## src/hw/pwr_seq_regs.svh

```systemverilog
// Constants for the rail sequencer: timing, register offsets, field positions.
// Assumes a single 40 MHz clock; included by the design files by bare name.
`ifndef PWR_SEQ_REGS_SVH
`define PWR_SEQ_REGS_SVH
`define CLK_MHZ 40
`define CLK_KHZ 40000
`define DSW_PG_DELAY_MS 10
`define DSW_PG_DELAY_CYC (`DSW_PG_DELAY_MS * `CLK_KHZ)
`define STEP_TIME_US 32
`define STEP_CYC (`STEP_TIME_US * `CLK_MHZ)
`define STEP_CFG_RST 16'(`STEP_CYC - 1)
`define AON_STEPS_DEF 3
`define SYS_STEPS_DEF 4
`define HUB_SW_STEP 4'h1
`define OFS_MON_EN 8'h00
`define OFS_STEP_CFG 8'h04
`define OFS_STATUS 8'h08
`define OFS_OOR 8'h0C
`define MON_REGS 17
`define MON_PER_CHAN 6
`define ADC_CH_BASE 8
`define MON_EN_RST 17'h00000
`define OOR_RST 1'b1
`define PIN_SYNC_RST 8'h00
// Monitor enable / out-of-range bit of each regulator
`define MON_CORE_ONE 0
`define MON_CORE_TWO 1
`define MON_PROCESSOR_BUCK 2
`define MON_LINEAR_THREE 3
`define MON_LINEAR_FOUR 4
`define MON_LINEAR_ELEVEN 5
`define MON_IO_BUCK 6
`define MON_MEMORY_BUCK 7
`define MON_PERIPHERAL_BUCK 8
`define MON_LINEAR_ONE 9
`define MON_LINEAR_TWO 10
`define MON_LINEAR_FIVE 11
`define MON_LINEAR_SIX 12
`define MON_LINEAR_SEVEN 13
`define MON_LINEAR_EIGHT 14
`define MON_LINEAR_NINE 15
`define MON_LINEAR_TEN 16
// Status register fields
`define ST_RANGE_BIT 0
`define ST_DONE_BIT 1
`define ST_RESET_BIT 2
`define ST_PG_BIT 3
`define ST_HUB_BIT 4
`define ST_SYSEN_BIT 5
`define ST_STATE_LSB 8
`endif

```

## src/hw/pwr_seq_pkg.sv

```systemverilog
// Types shared by the rail sequencer.
// Assumes the constants header is included where numbers are needed.
package pwr_seq_pkg;
  typedef enum logic [4:0] {
    ST_OFF = 5'h01,
    ST_AON = 5'h02,
    ST_PDOWN = 5'h04,
    ST_SYS = 5'h08,
    ST_DONE = 5'h10
  } seq_state_t;
endpackage : pwr_seq_pkg

```

## src/hw/dsw_pg_gate.sv

```systemverilog
// Delayed always-on power-good gate.
// Assumes rail_valid and battery_low are already synchronised to pclk.
`timescale 1ns/1ps
`include "pwr_seq_regs.svh"
module dsw_pg_gate #(
  parameter int unsigned DELAY_CYC = `DSW_PG_DELAY_CYC
) (
  // Clock and reset
  input wire logic pclk,
  input wire logic presetn,
  // Qualifiers
  input wire logic rail_valid,
  input wire logic battery_low,
  // Result
  output logic power_good
);
  localparam int CW = $clog2(DELAY_CYC + 1);
  localparam logic [CW-1:0] DELAY_C = CW'(DELAY_CYC);

  logic [CW-1:0] cnt_r;
  wire qualify = rail_valid && !battery_low;
  wire reached = (cnt_r == DELAY_C);

  // Restart the wait on any loss so a brief dip cannot shorten it
  always_ff @(posedge pclk or negedge presetn) begin
    if (!presetn) begin
      cnt_r <= '0;
    end else if (!qualify) begin
      cnt_r <= '0;
    end else if (!reached) begin
      cnt_r <= cnt_r + CW'(1);
    end
  end

  // Battery drop gates the output without a register in the path
  assign power_good = reached && qualify;
endmodule : dsw_pg_gate

```

## src/hw/power_good_rail_sequencing.sv

```systemverilog
// Rail sequencer: power-up steps, host reset release, rails-in-range monitor,
// delayed always-on power-good and an APB register file.
// Assumes platform pins are asynchronous to pclk and converter samples are not.
//
// Implementation choices: the register offsets and the APB interface to the registers.
`timescale 1ns/1ps
`include "pwr_seq_regs.svh"
module power_good_rail_sequencing #(
  parameter int unsigned DSW_DELAY_CYC = `DSW_PG_DELAY_CYC,
  parameter int unsigned AON_STEPS = `AON_STEPS_DEF,
  parameter int unsigned SYS_STEPS = `SYS_STEPS_DEF
) (
  // APB slave
  input wire logic pclk,
  input wire logic presetn,
  input wire logic psel,
  input wire logic penable,
  input wire logic pwrite,
  input wire logic [7:0] paddr,
  input wire logic [31:0] pwdata,
  output logic [31:0] prdata,
  output logic pready,
  output logic pslverr,
  // Platform pins, asynchronous
  input wire logic dsw_rail_valid,
  input wire logic battery_low,
  input wire logic power_wake_request,
  input wire logic system_domain_enable,
  input wire logic suspend_sleep_request_n,
  input wire logic sleep_state3_control_n,
  input wire logic sleep_state4_control_n,
  input wire logic sleep_state5_control_n,
  // Converter scheduler results, same clock
  input wire logic sample_valid,
  input wire logic [3:0] sample_channel,
  input wire logic [5:0] sample_out_of_range,
  // Power outputs
  output logic delayed_dsw_power_good,
  output logic resume_reset_n,
  output logic rails_in_range,
  output logic hub_load_switch_enable,
  output logic system_rail_enable,
  output logic s0_rail_enable,
  output logic system_domain_done
);
  localparam int PINS = 8;
  localparam logic [3:0] AON_LAST = 4'(AON_STEPS - 1);
  localparam logic [3:0] SYS_LAST = 4'(SYS_STEPS - 1);

  // Pin synchronisers
  logic [PINS-1:0] pin_raw, sync1_r, sync2_r;
  assign pin_raw = {sleep_state5_control_n, sleep_state4_control_n,
                    sleep_state3_control_n, suspend_sleep_request_n,
                    system_domain_enable, power_wake_request, battery_low,
                    dsw_rail_valid};

  always_ff @(posedge pclk or negedge presetn) begin
    if (!presetn) begin
      sync1_r <= `PIN_SYNC_RST;
      sync2_r <= `PIN_SYNC_RST;
    end else begin
      sync1_r <= pin_raw;
      sync2_r <= sync1_r;
    end
  end

  wire dsw_ok_s = sync2_r[0];
  wire batt_low_s = sync2_r[1];
  wire wake_s = sync2_r[2];
  wire sys_en_s = sync2_r[3];
  wire susp_n_s = sync2_r[4];
  wire sleeps_off_s = &sync2_r[7:5];

  // Registers
  logic [`MON_REGS-1:0] mon_en_r, oor_r;
  logic [15:0] step_cfg_r;
  logic [31:0] prdata_r, rd_mux, status_w;

  // Sequencer
  pwr_seq_pkg::seq_state_t state_r, state_nxt;
  logic [3:0] step_r, step_nxt;
  logic [15:0] slot_r, slot_nxt;
  logic hub_r, sysrail_r, s0_r, done_r, reset_n_r, range_r;

  wire in_aon = (state_r == pwr_seq_pkg::ST_AON);
  wire in_sys = (state_r == pwr_seq_pkg::ST_SYS);
  wire in_done = (state_r == pwr_seq_pkg::ST_DONE);
  wire in_pdown = (state_r == pwr_seq_pkg::ST_PDOWN);
  // System steps hold while the host keeps the system enable low
  wire slot_run = in_aon || (in_sys && sys_en_s);
  wire slot_done = slot_run && (slot_r >= step_cfg_r);
  assign slot_nxt = (!slot_run || slot_done) ? 16'h0000 : slot_r + 16'h0001;

  always_comb begin
    state_nxt = state_r;
    step_nxt = step_r;
    case (state_r)
      pwr_seq_pkg::ST_OFF: begin
        if (dsw_ok_s) begin
          state_nxt = pwr_seq_pkg::ST_AON;
          step_nxt = 4'h0;
        end
      end
      pwr_seq_pkg::ST_AON: begin
        if (slot_done && step_r == AON_LAST) begin
          state_nxt = pwr_seq_pkg::ST_PDOWN;
          step_nxt = 4'h0;
        end else if (slot_done) begin
          step_nxt = step_r + 4'h1;
        end
      end
      pwr_seq_pkg::ST_PDOWN: begin
        if (wake_s) begin
          state_nxt = pwr_seq_pkg::ST_SYS;
          step_nxt = 4'h0;
        end
      end
      pwr_seq_pkg::ST_SYS: begin
        if (slot_done && step_r == SYS_LAST) begin
          state_nxt = pwr_seq_pkg::ST_DONE;
        end else if (slot_done) begin
          step_nxt = step_r + 4'h1;
        end
      end
      pwr_seq_pkg::ST_DONE: begin
        if (!sys_en_s) begin
          state_nxt = pwr_seq_pkg::ST_PDOWN;
        end
      end
      default: begin
        state_nxt = pwr_seq_pkg::ST_OFF;
        step_nxt = 4'h0;
      end
    endcase
    // Suspend request from the hub sends the system domain back down
    if ((in_sys || in_done) && !susp_n_s) begin
      state_nxt = pwr_seq_pkg::ST_PDOWN;
      step_nxt = 4'h0;
    end
    if (!dsw_ok_s) begin
      state_nxt = pwr_seq_pkg::ST_OFF;
      step_nxt = 4'h0;
    end
  end

  always_ff @(posedge pclk or negedge presetn) begin
    if (!presetn) begin
      state_r <= pwr_seq_pkg::ST_OFF;
      step_r <= 4'h0;
      slot_r <= 16'h0000;
    end else begin
      state_r <= state_nxt;
      step_r <= step_nxt;
      slot_r <= slot_nxt;
    end
  end

  // Outputs are registered from the state; reset release needs no rail reading
  always_ff @(posedge pclk or negedge presetn) begin
    if (!presetn) begin
      hub_r <= 1'b0;
      sysrail_r <= 1'b0;
      s0_r <= 1'b0;
      done_r <= 1'b0;
      reset_n_r <= 1'b0;
    end else begin
      hub_r <= !(state_r == pwr_seq_pkg::ST_OFF) && !(in_aon && step_r < `HUB_SW_STEP);
      sysrail_r <= (in_sys || in_done) && sys_en_s;
      s0_r <= sysrail_r && sleeps_off_s;
      done_r <= in_done;
      reset_n_r <= in_done;
    end
  end

  // Rails-in-range monitor: regulator i sits on channel 8 + i/6, slot i%6
  genvar gi;
  generate
    for (gi = 0; gi < `MON_REGS; gi++) begin : g_mon
      localparam int CH = `ADC_CH_BASE + gi / `MON_PER_CHAN;
      localparam int SL = gi % `MON_PER_CHAN;
      wire hit = sample_valid && (sample_channel == 4'(CH));
      // Out of range until first measured, so an enabled rail cannot pass unseen
      always_ff @(posedge pclk or negedge presetn) begin
        if (!presetn) begin
          oor_r[gi] <= `OOR_RST;
        end else if (hit) begin
          oor_r[gi] <= sample_out_of_range[SL];
        end
      end
    end
  endgenerate

  wire any_bad = |(oor_r & mon_en_r);

  always_ff @(posedge pclk or negedge presetn) begin
    if (!presetn) begin
      range_r <= 1'b1;
    end else begin
      range_r <= !any_bad;
    end
  end

  // Delayed always-on power-good
  dsw_pg_gate #(
    .DELAY_CYC(DSW_DELAY_CYC)
  ) u_pg_gate (
    .pclk(pclk),
    .presetn(presetn),
    .rail_valid(dsw_ok_s),
    .battery_low(batt_low_s),
    .power_good(delayed_dsw_power_good)
  );

  // APB: zero wait states, read data captured in the setup cycle
  wire setup = psel && !penable;
  wire access = psel && penable;
  wire hit_mon = (paddr == `OFS_MON_EN);
  wire hit_cfg = (paddr == `OFS_STEP_CFG);
  wire hit_sts = (paddr == `OFS_STATUS);
  wire hit_oor = (paddr == `OFS_OOR);
  wire mapped = hit_mon || hit_cfg || hit_sts || hit_oor;
  wire wr_mon = access && pwrite && hit_mon;
  wire wr_cfg = access && pwrite && hit_cfg;

  always_comb begin
    status_w = 32'h00000000;
    status_w[`ST_RANGE_BIT] = range_r;
    status_w[`ST_DONE_BIT] = done_r;
    status_w[`ST_RESET_BIT] = reset_n_r;
    status_w[`ST_PG_BIT] = delayed_dsw_power_good;
    status_w[`ST_HUB_BIT] = hub_r;
    status_w[`ST_SYSEN_BIT] = sysrail_r;
    status_w[`ST_STATE_LSB +: 5] = state_r;
  end

  assign rd_mux = hit_mon ? {15'h0000, mon_en_r} :
                  hit_cfg ? {16'h0000, step_cfg_r} :
                  hit_sts ? status_w :
                  hit_oor ? {15'h0000, oor_r} : 32'h00000000;

  always_ff @(posedge pclk or negedge presetn) begin
    if (!presetn) begin
      mon_en_r <= `MON_EN_RST;
      step_cfg_r <= `STEP_CFG_RST;
      prdata_r <= 32'h00000000;
    end else begin
      if (wr_mon) begin
        mon_en_r <= pwdata[`MON_REGS-1:0];
      end
      if (wr_cfg) begin
        step_cfg_r <= pwdata[15:0];
      end
      if (setup) begin
        prdata_r <= rd_mux;
      end
    end
  end

  assign prdata = prdata_r;
  assign pready = 1'b1;
  assign pslverr = access && !mapped;
  assign resume_reset_n = reset_n_r;
  assign rails_in_range = range_r;
  assign hub_load_switch_enable = hub_r;
  assign system_rail_enable = sysrail_r;
  assign s0_rail_enable = s0_r;
  assign system_domain_done = done_r;

  // Checks
  logic [31:0] valid_age_r;
  always_ff @(posedge pclk or negedge presetn) begin
    if (!presetn) begin
      valid_age_r <= 32'h00000000;
    end else if (!dsw_ok_s || batt_low_s) begin
      valid_age_r <= 32'h00000000;
    end else if (valid_age_r != 32'hFFFFFFFF) begin
      valid_age_r <= valid_age_r + 32'h00000001;
    end
  end
endmodule : power_good_rail_sequencing

```

## config.mk

```make
export PLATFORM = sky130hd
export DESIGN_NAME = power_good_rail_sequencing
export DESIGN_NICKNAME = d
export VERILOG_FILES = /design/src/hw/pwr_seq_pkg.sv /design/src/hw/dsw_pg_gate.sv /design/src/hw/power_good_rail_sequencing.sv
export VERILOG_INCLUDE_DIRS = /design/src /design/src/hw
export SDC_FILE = /design/constraint.sdc
export NUM_CORES = 1
export LEC_CHECK = 0
export BUFFER_PORTS_ARGS = -buffer_cell sky130_fd_sc_hd__buf_2
export CORE_MARGIN = 2
export CORE_UTILIZATION = 35
export DETAILED_ROUTE_END_ITERATION = 10
export MAX_ROUTING_LAYER = met4
export PLACE_DENSITY_LB_ADDON = 0.12
export SLEW_MARGIN = 20
export SYNTH_ARGS = -nofsm -noshare
export SYNTH_HDL_FRONTEND = slang
export SYNTH_HIERARCHICAL = 1
export SYNTH_SLANG_ARGS = --single-unit
```

## constraint.sdc

```tcl
create_clock -name pclk -period 2.75 [get_ports pclk]
set_clock_uncertainty 0.15 [all_clocks]
set_input_delay 0.4125 -clock pclk [delete_from_list [all_inputs] [get_ports pclk]]
set_output_delay 0.4125 -clock pclk [all_outputs]
set_load 0.005 [all_outputs]
```

==> results.md <==
* Synth Register Bits at 132
* Final Instance Area at 7950 sq um
* Top-Level Pins at 105
* Commonest non-fill, non-tap cell in the layout: dfrtp_1
* Vias in the first global route at 4809
* Critical path origin: step_cfg_r[0]$_DFFE_PN1P_
* Sum Neg Setup Slack at 0 ns
* Global-route wire length before repair at ~25000 microns
* Area delta synth->final at 20.9%
* WP data arrival at roughly 2.7 ns
* Initial Utilization at 0.354
* Final WS setup at 0.165 ns
* Post-DP Area at approximately 7200 sq um
* Peak supply drop at 0.410 mV
* Core Util, Final at 0.428
* Sequential-to-total area share from yosys stat at 0.508
* Mapped Cells at just over 600
* Port bufs at 73
* Die W at between 100 and 150 microns
* Clock slew at reported path FFs at roughly 0.060 ns
* Synth Warn # at 6
* Hold path start: pwdata[3]
* TritonCTS clock tree: done
* Hold_ws at about 0.072 ns
* Post-synthesis average cell area at about 11 sq um
* Number of synthesized flops with an enable pin at 0
* Routed len/inst at around 17 microns
* Final min period at roughly 2.6 ns
* Post-CTS setup buffers at 0
* Status: completed
* Post-route ant nets at 0
* Register area at around 3300 sq um
* Pwr Total at between 5 and 6 mW
* Synth Flop Type: dfrtp_1
* Total grt overflow at 0
* Critical Path Source Type: flip-flop
* Reg-to-reg startpoint: step_cfg_r[0]$_DFFE_PN1P_
* Antenna cells at 0
* Die area at 19900 sq um
* Max Clk Rate at around 390 MHz
* Layout fillers at 1797
* Pwr/cell area at approximately 630 nW/um^2
* Final period util at 0.940
* Pre-antenna DRT Iters at 4
* Clock tree buffer depth at 2
* Worst hold path class: input pin to flip-flop
* Fin. Hold Viols at 0
* NumNets Final at between 700 and 800
* Most frequent cells in the layout: dfrtp_1 (104), buf_2 (72), nand2_1 (55), nor2_1 (46), o21ai_0 (44)
* Crit path kind: flip-flop to flip-flop
* Cell area after synthesis at 6570 sq um
* Largest net degree at the start of global routing at between 70 and 80
* RSZ-0062 raised after global routing: false
* # clock sinks at between 100 and 150
* Core Rows at 50
* DRC at 0
* H-tree depth at 4
* Worst-margin pin slew at between 0.5 and 0.6 ns
* Dpl hpwl at 11800 microns
* Crit path required time at 2.91 ns
* Worst-path fanout max at 7
* Iter 0 DRT Violations at approximately 280
* Tot GR Track Use at 0.171
* Core Area at 18600 sq um
* Max-cap violation count at 0
* Dpl ws at 0.0147 ns
* Synth unique cells at 65
* Drt via density at 5.12
* Multi-input gate area at slightly below 3000 sq um
* Crit path capture type: flip-flop
* Asr flop ratio synth at 1.00
* Root buffer cell: clkbuf_16
* Slew Limit Fails at 0
* Pleak at roughly 3.6 nW
* Share of cells above drive strength 1 at 0.281
* Final std cells w/o fill at ~960
* Num CTS Buffers at 17
* Slew margin rel. at 0.640
* GPL Wtd Cong at 0.869
* Clk Latency, worst-skew pair at approximately 0.42 ns
* Via count at 4892
* Initial antenna violation count at 0
* Setup violations, final at 0
* Final WL at 15900 microns
* Inst Count DP at 915
* Die height at roughly 140 microns
worst max-delay path, stage by stage (launching register included):
cell and delay (ns):
dfstp_2 0.58, ha_1 0.24, nand2b_1 0.13, a2111o_1 0.42, a311oi_2 0.27, and2_2 0.26
o221ai_1 0.14, mux2_2 0.28
synthesized netlist by cell type (all sizes together), types with 7 or more instances:
| cell | number | area, sq um |
|---|---|---|
| xor2 | 18 | 158 |
| a21oi | 27 | 135 |
| inv | 26 | 97.6 |
| ha | 22 | 275 |
| dfstp | 28 | 736 |
| nor2 | 48 | 190 |
| and3 | 14 | 87.6 |
| xnor2 | 9 | 78.8 |
| nor3 | 9 | 45.0 |
| o21ai | 44 | 220 |
| nand4 | 14 | 87.6 |
| mux2 | 36 | 405 |
| a22o | 7 | 61.3 |
| a22oi | 11 | 82.6 |
| nand3 | 21 | 118 |
| clkbuf | 17 | 66.3 |
| nand2 | 55 | 206 |
| dfrtp | 104 | 2600 |
| buf | 26 | 176 |
cell families after synthesis:
group,Yosys count,synth area share
fa+ha+maj,22,0.0419
flops,132,0.508
xor+xnor,27,0.0360
other cells,2,0.00114
compound gates,118,0.116
mux,46,0.0845
buf+inv,69,0.0518
simple gates,204,0.160
repair_timing:
action	CTS	global route
hold endpoints to repair	42	0
setup endpoints to repair	2	6
hold buffers	9	0
resized for setup	2	2
area by class of cell:
class / instances / share of cell area
Clock buffer: 20 / 0.0575
Clock inverter: 12 / 0.0225
Inverter: 26 / 0.0123
Multi-Input combinational cell: 433 / 0.374
Sequential cell: 132 / 0.420
Tap cell: 234 / 0.0368
Timing Repair Buffer: 99 / 0.0768
layer usage:
metal	GRT usage	part of all wire	up-vias	wire (microns)
li1	-	-	2355	-
met1	0.232	0.49	2409	7770
met2	0.255	0.46	106	7260
met3	0.0391	0.034	22	547
met4	0.0563	0.018	0	286
met5	-	0	-	0
path summary, 6_finish.rpt:
kind | to | slack (ns) | depth (start not counted)
worst max-delay path | step_r[0]$_DFFE_PN0P_ | 0.16 | 7
worst min-delay path | step_cfg_r[3]$_DFFE_PN1P_ | 0.07 | 3
worst max register to register | step_r[0]$_DFFE_PN0P_ | 0.16 | 7
worst min register to register | sync2_r[6]$_DFF_PN0_ | 0.20 | 0
max in group asynchronous | oor_r[13]$_DFFE_PN1P_ | 1.22 | 3
min in group asynchronous | s0_rail_enable$_DFF_PN0_ | 0.42 | 2
flip-flops by register name, indices dropped and copies added, names as in the netlist, 5 cells and up:
name             flops
u_pg_gate/cnt_r     19
prdata              17
sync2_r              8
step_cfg_r          16
state_r              5
slot_r              16
mon_en_r            17
oor_r               17
sync1_r              8
power breakdown:
part           total, mW  switching [mW]  internal (mW)
Clock               2.42           0.851           1.57
Sequential          2.19          0.0941           2.10
Combinational      0.394           0.208          0.186
Total               5.00            1.15           3.85
(Power assumes the default switching activity.)
